===== src/include/tks_consts.svh =====
`ifndef TKS_CONSTS_SVH
`define TKS_CONSTS_SVH
// ------------------------------------------------------------
// scanner constants
// ------------------------------------------------------------
`define TKS_CLK_MHZ 125
`define TKS_DECAY_US 1000
`define TKS_DECAY_CYC (`TKS_DECAY_US * `TKS_CLK_MHZ)
`define TKS_NUM_KEYS 3
`define TKS_DLY_W 16
`define TKS_DLY_KEY0 16'h0190
`define TKS_DLY_KEY1 16'h01F4
`define TKS_DLY_KEY2 16'h015E
`define TKS_PRESS_CNT 4'h3
`define TKS_RELEASE_CNT 4'hA
`define TKS_NO_KEY 2'h3
`define TKS_TCNT_W 32
`define TKS_HCNT_W 16
`endif


===== src/include/tks_pkg.sv =====
`default_nettype none
package tks_pkg;
   // scan sequencer states
   typedef enum logic [1:0] {TKS_IDLE, TKS_CHARGE, TKS_DECAY} tks_state_type;
   // service request state
   typedef enum logic [1:0] {TKS_SV_NONE, TKS_SV_QUERY, TKS_SV_GET,
      TKS_SV_REL} tks_svc_type;
endpackage
`default_nettype wire


===== src/rtl/tks_scanner.sv =====
`include "tks_consts.svh"
`default_nettype none
// How it works
// - charge line output, sense lines inputs
// - per-key counters cleared, count touched samples
// - measurement starts with charge line high
// - scan timer loads key delay, waits
// - sample on expiry, low means touched
// - one-shot 1 ms decay after sample
// - at most one key reported pressed
// - query over window returns key or idle
// - blocking get waits for press forever
// - release wait until all keys released
// - per-key delays 400, 500, 350 clocks
// - three consecutive touched samples mean pressed
// - ten untouched samples mean released
// - charge line rests low when idle
module tks_scanner
   import tks_pkg::*;
#(
   parameter logic [`TKS_TCNT_W-1:0] DECAY_CYCLES = `TKS_DECAY_CYC
)
(
   // clock and reset
   input wire logic core_clk,
   input wire logic resetn,
   // pads
   input wire logic [`TKS_NUM_KEYS-1:0] key_sense,
   output logic pad_charge_line,
   output logic pad_charge_oe,
   // per-key sample delays
   input wire logic [`TKS_DLY_W-1:0] key_delay [`TKS_NUM_KEYS],
   // service requests
   input wire logic query_req,
   input wire logic [`TKS_TCNT_W-1:0] query_window,
   input wire logic get_req,
   input wire logic release_req,
   output logic svc_done,
   output logic [1:0] svc_key,
   // state view
   output logic [1:0] pressed_key,
   output logic [`TKS_HCNT_W-1:0] touch_count [`TKS_NUM_KEYS]
);

   // ------------------------------------------------------------
   // input synchroniser and state
   // ------------------------------------------------------------
   logic [`TKS_NUM_KEYS-1:0] s1_q, s2_q, s3_q, sense_q, pressed_q;
   tks_state_type state_q;
   logic [`TKS_DLY_W-1:0] scan_timer_q;
   logic [`TKS_TCNT_W-1:0] decay_timer_q, win_q;
   logic [1:0] key_idx_q, first_key;
   logic [3:0] hit_q [`TKS_NUM_KEYS], miss_q [`TKS_NUM_KEYS];
   tks_svc_type svc_q;
   logic sample_now, any_pressed;

   // three-flop sync, accept when stages two and three agree
   always_ff @(posedge core_clk or negedge resetn)
   begin
      if (!resetn)
      begin
         s1_q <= '1;
         s2_q <= '1;
         s3_q <= '1;
         sense_q <= '1;
      end
      else
      begin
         s1_q <= key_sense;
         s2_q <= s1_q;
         s3_q <= s2_q;
         for (int i = 0; i < `TKS_NUM_KEYS; i++)
            if (s2_q[i] == s3_q[i])
               sense_q[i] <= s3_q[i];
      end
   end

   // charge line always driven, sense lines input only
   assign pad_charge_oe = 1'b1;
   assign pad_charge_line = (state_q == TKS_CHARGE);
   assign sample_now = (state_q == TKS_CHARGE) && (scan_timer_q == '0);

   // ------------------------------------------------------------
   // scan sequencer
   // ------------------------------------------------------------
   always_ff @(posedge core_clk or negedge resetn)
   begin
      if (!resetn)
      begin
         state_q <= TKS_IDLE;
         scan_timer_q <= '0;
         decay_timer_q <= '0;
         key_idx_q <= 2'h0;
      end
      else
      begin
         case (state_q)
            TKS_IDLE:
            begin
               state_q <= TKS_CHARGE;
               scan_timer_q <= key_delay[key_idx_q];
            end
            TKS_CHARGE:
            begin
               if (scan_timer_q == '0)
               begin
                  state_q <= TKS_DECAY;
                  decay_timer_q <= DECAY_CYCLES - 1'b1;
               end
               else
                  scan_timer_q <= scan_timer_q - 1'b1;
            end
            TKS_DECAY:
            begin
               if (decay_timer_q == '0)
               begin
                  state_q <= TKS_IDLE;
                  key_idx_q <= (key_idx_q == 2'(`TKS_NUM_KEYS - 1)) ?
                     2'h0 : key_idx_q + 2'h1;
               end
               else
                  decay_timer_q <= decay_timer_q - 1'b1;
            end
            default:
               state_q <= TKS_IDLE;
         endcase
      end
   end

   // ------------------------------------------------------------
   // per-key debounce and touch counters
   // ------------------------------------------------------------
   always_ff @(posedge core_clk or negedge resetn)
   begin
      if (!resetn)
      begin
         pressed_q <= '0;
         for (int i = 0; i < `TKS_NUM_KEYS; i++)
         begin
            hit_q[i] <= 4'h0;
            miss_q[i] <= 4'h0;
            touch_count[i] <= '0;
         end
      end
      else if (sample_now)
      begin
         for (int i = 0; i < `TKS_NUM_KEYS; i++)
            if (key_idx_q == 2'(i))
            begin
               if (!sense_q[i])
               begin
                  touch_count[i] <= touch_count[i] + 1'b1;
                  miss_q[i] <= 4'h0;
                  if (hit_q[i] != `TKS_PRESS_CNT)
                     hit_q[i] <= hit_q[i] + 4'h1;
                  if (hit_q[i] == `TKS_PRESS_CNT - 4'h1)
                     pressed_q[i] <= 1'b1;
               end
               else
               begin
                  hit_q[i] <= 4'h0;
                  if (miss_q[i] != `TKS_RELEASE_CNT)
                     miss_q[i] <= miss_q[i] + 4'h1;
                  if (miss_q[i] == `TKS_RELEASE_CNT - 4'h1)
                     pressed_q[i] <= 1'b0;
               end
            end
      end
   end

   // lowest pressed key wins, others hidden
   always_comb
   begin
      first_key = `TKS_NO_KEY;
      for (int i = `TKS_NUM_KEYS - 1; i >= 0; i--)
         if (pressed_q[i])
            first_key = 2'(i);
   end
   assign any_pressed = |pressed_q;

   // reported key register
   always_ff @(posedge core_clk or negedge resetn)
   begin
      if (!resetn)
         pressed_key <= `TKS_NO_KEY;
      else
         pressed_key <= first_key;
   end

   // ------------------------------------------------------------
   // services: query, get, release wait
   // ------------------------------------------------------------
   always_ff @(posedge core_clk or negedge resetn)
   begin
      if (!resetn)
      begin
         svc_q <= TKS_SV_NONE;
         win_q <= '0;
         svc_done <= 1'b0;
         svc_key <= `TKS_NO_KEY;
      end
      else
      begin
         svc_done <= 1'b0;
         case (svc_q)
            TKS_SV_NONE:
            begin
               if (query_req)
               begin
                  svc_q <= TKS_SV_QUERY;
                  win_q <= query_window;
               end
               else if (get_req)
                  svc_q <= TKS_SV_GET;
               else if (release_req)
                  svc_q <= TKS_SV_REL;
            end
            TKS_SV_QUERY:
            begin
               if (any_pressed || win_q == '0)
               begin
                  svc_done <= 1'b1;
                  svc_key <= first_key;
                  svc_q <= TKS_SV_NONE;
               end
               else
                  win_q <= win_q - 1'b1;
            end
            TKS_SV_GET:
               if (any_pressed)
               begin
                  svc_done <= 1'b1;
                  svc_key <= first_key;
                  svc_q <= TKS_SV_NONE;
               end
            TKS_SV_REL:
               if (!any_pressed)
               begin
                  svc_done <= 1'b1;
                  svc_key <= `TKS_NO_KEY;
                  svc_q <= TKS_SV_NONE;
               end
            default:
               svc_q <= TKS_SV_NONE;
         endcase
      end
   end

   // ------------------------------------------------------------
   // checks
   // ------------------------------------------------------------
   AST_CHARGE_LOW_DECAY: assert property (@(posedge core_clk)
      disable iff (!resetn)
      state_q == TKS_DECAY |-> !pad_charge_line)
      else $error("charge line high during decay");
   AST_SAMPLE_TO_DECAY: assert property (@(posedge core_clk)
      disable iff (!resetn) sample_now |=> state_q == TKS_DECAY)
      else $error("decay did not follow sample");
   AST_CHARGE_START: assert property (@(posedge core_clk)
      disable iff (!resetn)
      state_q == TKS_IDLE |=> pad_charge_line
         && scan_timer_q == $past(key_delay[key_idx_q]))
      else $error("scan timer not loaded with key delay");
   AST_ONE_KEY: assert property (@(posedge core_clk)
      disable iff (!resetn)
      any_pressed && !sample_now |=> pressed_key != `TKS_NO_KEY
         && pressed_q[pressed_key]
         && (pressed_q & ((3'h1 << pressed_key) - 3'h1)) == 3'h0)
      else $error("reported key not pressed");
   AST_GET_WAITS: assert property (@(posedge core_clk)
      disable iff (!resetn)
      svc_q == TKS_SV_GET && !any_pressed |=> !svc_done)
      else $error("get finished with no press");
   AST_REL_WAITS: assert property (@(posedge core_clk)
      disable iff (!resetn)
      svc_q == TKS_SV_REL && any_pressed |=> !svc_done)
      else $error("release finished while pressed");
   AST_QUERY_ENDS: assert property (@(posedge core_clk)
      disable iff (!resetn)
      svc_q == TKS_SV_QUERY && win_q == '0 |=> svc_done)
      else $error("query did not end at window");
   AST_COUNT_TOUCH: assert property (@(posedge core_clk)
      disable iff (!resetn)
      sample_now && !sense_q[key_idx_q] |=>
         touch_count[$past(key_idx_q)] ==
         $past(touch_count[key_idx_q]) + 1'b1)
      else $error("touch counter not advanced");
   AST_ROUND_ROBIN: assert property (@(posedge core_clk)
      disable iff (!resetn)
      state_q == TKS_DECAY && decay_timer_q == '0 |=>
         key_idx_q == ($past(key_idx_q) + 2'h1) % 2'(`TKS_NUM_KEYS))
      else $error("key index did not advance");
   COV_PRESS: cover property (@(posedge core_clk) $rose(any_pressed));
   COV_RELEASE: cover property (@(posedge core_clk) $fell(any_pressed));
   COV_QUERY: cover property (@(posedge core_clk)
      svc_q == TKS_SV_QUERY ##1 svc_done);
endmodule // tks_scanner
`default_nettype wire


===== config.mk =====
export PLATFORM = sky130hd
export DESIGN_NAME = tks_scanner
export DESIGN_NICKNAME = d
export VERILOG_FILES = /design/src/include/tks_pkg.sv /design/src/rtl/tks_scanner.sv
export VERILOG_INCLUDE_DIRS = /design/src /design/src/include
export SDC_FILE = /design/constraint.sdc
export NUM_CORES = 1
export LEC_CHECK = 0
export BUFFER_PORTS_ARGS = -buffer_cell sky130_fd_sc_hd__buf_2
export CAP_MARGIN = 20
export CELL_PAD_IN_SITES_DETAIL_PLACEMENT = 1
export CELL_PAD_IN_SITES_GLOBAL_PLACEMENT = 2
export CORE_MARGIN = 8
export CORE_UTILIZATION = 36
export CTS_CLUSTER_DIAMETER = 50
export CTS_CLUSTER_SIZE = 14
export DETAILED_ROUTE_END_ITERATION = 8
export MAX_ROUTING_LAYER = met4
export PLACE_DENSITY = 0.83
export SLEW_MARGIN = 20
export SYNTH_ARGS = -nofsm -noshare
export SYNTH_HDL_FRONTEND = slang
export SYNTH_SLANG_ARGS = --single-unit

===== constraint.sdc =====
create_clock -name core_clk -period 3.34 [get_ports core_clk]
set_input_delay 0.334 -clock core_clk [delete_from_list [all_inputs] [get_ports core_clk]]
set_output_delay 0.334 -clock core_clk [all_outputs]
set_load 0.02 [all_outputs]

Word-level counts from Yosys, hierarchy flattened

Cells that the tools add are included.

$add $sub $neg: 13
Multipliers: 0
Div/mod/pow operators: 0
$lt $le $gt $ge: 1
Equal/unequal tests: 38
Shifts and indexed selects: 0
Mux-type cells: 54
Bitwise gates (word level): 4
Reduce and logical (&&, ||, !) cells: 38

Operators with widths:

| kind                  | number |
|---|---|
| $mux 32               | 4 |
| $pmux 32 s2           | 2 |
| $logic_not 32->1      | 2 |
| $sub 32x1->32 const B | 2 |
| $add 16x1->16 const B | 3 |
| $mux 16               | 3 |
| $mux 4                | 12 |
| $reduce_and 3->1      | 11 |
| $bmux 16 s2           | 1 |
| $pmux 16 s2           | 1 |
| $mux 2                | 14 |
| $add 4x1->4 const B   | 6 |
| $reduce_and 4->1      | 5 |
| $reduce_bool 2->1     | 9 |
| $logic_not 16->1      | 1 |
| $ne 2x2->1 const B    | 8 |
| $ne 4x4->1 const B    | 4 |
| $sub 16x1->16 const B | 1 |
| $ne 2x1->1 const B    | 7 |
| $mux 1                | 13 |
| $eq 4x2->1 const B    | 3 |
| $eq 4x4->1 const B    | 3 |
| $ne 4x2->1 const B    | 3 |
| $pmux 2 s3            | 2 |
| other kinds (15)      | 28 |

Bits in registers: 178
Bits in latches: 0
RAM bits: 0
ROM bits: 0
Bits of input ports: 88
Output and inout port bits: 55
Word-level logic and storage cells: 175
Memories kept: 0

Logic depth before layout (Yosys ltp)

Word-level depth: 5
Depth in mapped cells: 10
Gate-level depth less buffers: 8

Worst setup path after synthesis

OpenSTA, ideal clock, no wires.

Path type: flip-flop to flip-flop
Start point: register decay_timer_q[0]
End point: register decay_timer_q[22]
Arrival: 2.556 ns
Required time: 3.200 ns
Setup slack: 0.644 ns
Cell stages (with the launch flop): 10
Buffers on the path: 1
Cell sequence: dfrtp_1 > inv_1 > ha_1 > or3b_2 > buf_2 > or4_1 > a21oi_2 > nand3_1 > o311ai_0 > o41ai_1

Longest elaborated chain between the ends: 3
Elaborated cells on any way between the ends: 6

Ends and longest elaborated chain:

| what                                              | RTL line                               | RTL |
|---|---|---|
| start: declaration                                | tks_scanner.sv:51                      | `` logic [`TKS_TCNT_W-1:0] decay_timer_q, win_q; `` |
| start signal: assignment                          | tks_scanner.sv:108                     | `decay_timer_q <= DECAY_CYCLES - 1'b1;` |
| start signal: assignment                          | tks_scanner.sv:122                     | `decay_timer_q <= decay_timer_q - 1'b1;` |
| $sub 32x1->32 or $logic_not 32->1 (tied branches) | tks_scanner.sv:122, tks_scanner.sv:115 |  |
| $mux 32 or $ne 2x2->1 (tied branches)             | n/a                                    |  |
| $pmux 32 s2 or $reduce_and 3->1 (tied branches)   | n/a                                    |  |

Parallel ways exist; a longest one is shown, timed or not. The select of a mux whose other input is x is not followed.
A chain may end at the register's enable or synchronous reset.

Final worst setup path

Same ends and word-level chain as after synthesis.

==> implementation parameters <==
Parameter                              Value

Power and ir drop
  Total power divided by cell area ... 564.2 mW/mm^2
  Total chip power ... between 6 and 7 mW
  Worst VDD drop ... between 0.3 and 0.4 mV
  Static leakage ... 5.150 nW

Setup path
  Kind of end point of the critical path ... register
  Largest stage delay on the critical path ... roughly 0.57 ns
  Category of the worst setup path launch point ... register
  Number of gates on the worst path with buffers counted ... 8
  R2R depth ... 8
  Cell family with the largest share of critical-path delay ... simple AND/OR/NAND/NOR gates
  Buffer and inverter count on the worst path ... 1
  Data required time at the worst endpoint ... around 3.6 ns
  CP Max Fanout ... 8
  Cell with the largest stage delay on the worst path ... sky130_fd_sc_hd__or4_1
  Crit Path Class ... reg -> reg
  Critical-path cell list ... inv_1, ha_1, or3b_2, or4_1, a21oi_2, nand3_1, o311ai_0, o41ai_1
  Signal arrival time at the worst endpoint ... ~3.2 ns

Timing
  Crit path time final ... 2.917 ns
  Sum of negative setup slack ... 0 ns
  Final critical-path share of the clock period ... 0.8732
  Unrepaired setup endpoints after global routing ... no
  Worst setup slack after layout ... ~0.42 ns
  Final count of pins violating max slew ... 0
  Worst max-slew margin expressed relative to the limit ... 0.5314
  Highest clock frequency the design can meet ... 0.3429 GHz
  Slew at the pin with the worst max-slew slack ... 0.7028 ns
  Final setup violating endpoints ... 0
  Count of final hold-check violations ... 0
  Worst Clk Skew ... between 0.01 and 0.015 ns

CTS
  TritonCTS clock tree ... done
  Clock sink count ... approximately 180
  Clock latency on the worst-skew pair ... around 0.43 ns
  Clock root cell ... sky130_fd_sc_hd__clkbuf_16
  Clock Pin Slew Worst Setup and Hold Paths ... ~0.07 ns
  H-tree depth reported by CTS ... 4
  Number of buffers created by CTS ... 17
  CTS max path bufs ... 2
  Setup Fix Bufs, Post-CTS ... 0

Route
  Vias per std cell ... around 5.4
  Wire length after detailed routing ... ~27000 um
  DR DRC count ... 0
  Remaining antenna violation count ... 0
  Average wire length per cell after detail routing ... 17.52 um
  Pre-Repair DR Iteration Count ... 4
  Total number of vias ... 8450
  Iter 0 DRT Violations ... just under 400

Synthesis
  Post-synth ARST share ... 1.000
  Flops & latches, synth ... roughly 180
  Number of enable flip-flop cells after synthesis ... 0
  Number of different library cells in the post-synthesis netlist ... 74
  Synth Area per Inst ... a little over 9 um^2
  Mapped Nets ... around 1200
  Count of mapped cells out of synthesis ... about 1100
  Dominant synthesized flop cell ... sky130_fd_sc_hd__dfrtp_1
  Syn Std Cell Area ... slightly below 0.01 mm^2
  Sequential element share of the synthesized area ... 0.4588
  Count of synthesis-stage warnings from yosys ... 0

Placed design
  Count of buffers from port buffering ... roughly 140
  Placed inst area ... between 0.01 and 0.015 mm^2
  Setup slack after placement ... ~0.42 ns
  DP HPWL ... 19650 um
  Placed cells ... about 1500
  Gpl congestion ... 0.8150

Floorplan
  Area of the core ... 0.02680 mm^2
  Full die area ... about 0.033 mm^2
  Starting Density ... 0.3639
  Die Width ... about 180 um
  Floorplan row count ... 60
  Chip Height ... roughly 180 um
  Number of top-level design ports ... ~140

Final layout
  Reg area ... between 0.004 and 0.005 mm^2
  Number of non-filler instances in the completed layout ... ~1600
  Final Cell Area ... about 0.012 mm^2
  Area of the multi-input gates ... just under 0.005 mm^2
  Final-layout fill cell count ... ~3200
  Layout Nets ... 1311
  Signed area change from the synthesized netlist to the final layout ... 18.49%
  Proportion of layout cells with a drive suffix above 1 ... 0.1970

Global route
  Gr ovfl total ... 0
  Largest net degree at the start of global routing ... 67
  Antenna violations before repair ... 1
  All-layer global routing usage ... 0.1724
  Vias in the first global route ... between 8000 and 9000
  Global-route wire length before repair ... ~46000 um

Status
  Status ... finished, final reports clean

Min path
  Worst Hold Class ... in -> reg
  Hold Path Stages ... 3

Job
  Max-cap violations ... 0
## power breakdown
part	switching, mW	internal, mW
combinational	0.883	0.620
clock	0.886	1.24
sequential	0.419	2.47
total	2.19	4.33
## routing by layer
metal  share of wire  wire (um)  track usage  vias to the layer above
met2            0.49      13410       0.2901                      126
met4           0.011        308      0.03869                        0
met1            0.47      12850       0.2155                     4190
li1                -          -            -                     4110
met3           0.025        671      0.02802                       24
met5               0          0            -                        -
## cells in the final DEF, fill, tap and decap left out, types with 20 or more instances in the layout
master	count
sky130_fd_sc_hd__nor3_1	47
sky130_fd_sc_hd__xor2_1	26
sky130_fd_sc_hd__nor2_1	96
sky130_fd_sc_hd__nand2_1	113
sky130_fd_sc_hd__a21oi_1	60
sky130_fd_sc_hd__xnor2_1	38
sky130_fd_sc_hd__o21ai_0	66
sky130_fd_sc_hd__dfrtp_1	162
sky130_fd_sc_hd__buf_4	25
sky130_fd_sc_hd__nand4_1	21
sky130_fd_sc_hd__ha_1	23
sky130_fd_sc_hd__buf_2	140
sky130_fd_sc_hd__nand3_1	45
sky130_fd_sc_hd__nor4_1	20
sky130_fd_sc_hd__inv_1	29
## sequential cells by signal (all words and copies together) (netlist names)
name,cells
decay_timer_q,32
hit_q,12
key_idx_q,2
miss_q,12
pressed_key,2
pressed_q,3
s1_q,3
s2_q,3
s3_q,3
scan_timer_q,16
sense_q,3
state_q,2
svc_done,1
svc_key,2
svc_q,2
touch_count,48
win_q,32
## synth_stat cells, types with 21 or more instances
| cell type | number | area (um^2) |
|---|---|---|
| sky130_fd_sc_hd__dfrtp_1 | 162 | 4054 |
| sky130_fd_sc_hd__nand2_1 | 113 | 424.2 |
| sky130_fd_sc_hd__nor2_1 | 96 | 360.4 |
| sky130_fd_sc_hd__o21ai_0 | 66 | 330.3 |
| sky130_fd_sc_hd__a21oi_1 | 60 | 300.3 |
| sky130_fd_sc_hd__nor3_1 | 47 | 235.2 |
| sky130_fd_sc_hd__nand3_1 | 45 | 225.2 |
| sky130_fd_sc_hd__xnor2_1 | 38 | 332.8 |
| sky130_fd_sc_hd__clkbuf_1 | 31 | 116.4 |
| sky130_fd_sc_hd__inv_1 | 29 | 108.9 |
| sky130_fd_sc_hd__xor2_1 | 26 | 227.7 |
| sky130_fd_sc_hd__ha_1 | 23 | 287.8 |
| sky130_fd_sc_hd__nand4_1 | 21 | 131.4 |
## worst min-delay path: cells and delay by family
| family | cells | cell delay (ns) |
|---|---|---|
| buffers and inverters | 1 | 0.07 |
| AND/OR/NAND/NOR | 2 | 0.09 |
## logic make-up after synthesis
| kind of cell | count (synthesis) | share of synthesized area |
|---|---|---|
| other | 1 | 0.0003845 |
| XOR/XNOR | 64 | 0.05748 |
| flip-flops | 178 | 0.4588 |
| AO/OA/AOI/OAI | 237 | 0.1520 |
| multiplexers | 23 | 0.02425 |
| AND/OR/NAND/NOR | 450 | 0.2407 |
| adder cells (fa/ha/maj) | 26 | 0.03259 |
| buffers and inverters | 76 | 0.03374 |
## final cells by class
cell class	instances	share of cell area
antenna	1	0.0002166
clock buffer	20	0.04039
clock inverter	12	0.01332
inverter	31	0.01007
multi-input combinational	801	0.4286
sequential	178	0.3872
tap	341	0.03692
timing repair buffer	171	0.08327
## timing repair
item,in CTS,in global routing
hold buffers,4,0
gates resized for setup,0,0
endpoints found under the hold margin,49,0
## worst paths after layout
path | startpoint | end | slack, ns
max | decay_timer_q[0] | decay_timer_q[22] | 0.42
min | query_window[9] | win_q[9] | 0.1
max reg2reg | decay_timer_q[0] | decay_timer_q[22] | 0.42
min reg2reg | s1_q[2] | s2_q[2] | 0.35
max in group asynchronous | resetn | s2_q[0] | 2.04
min in group asynchronous | resetn | touch_count[26] | 0.44
## per-stage QoR
stage,hold WS (ns),utilization
global placement,0.3440,0.4064
finish,0.09984,0.4311
floorplan,0.03841,-
CTS,0.08662,0.4310
detailed placement,0.3458,0.4064
global route,0.08711,0.4311
No activity file was read; power rests on OpenSTA's default activity.
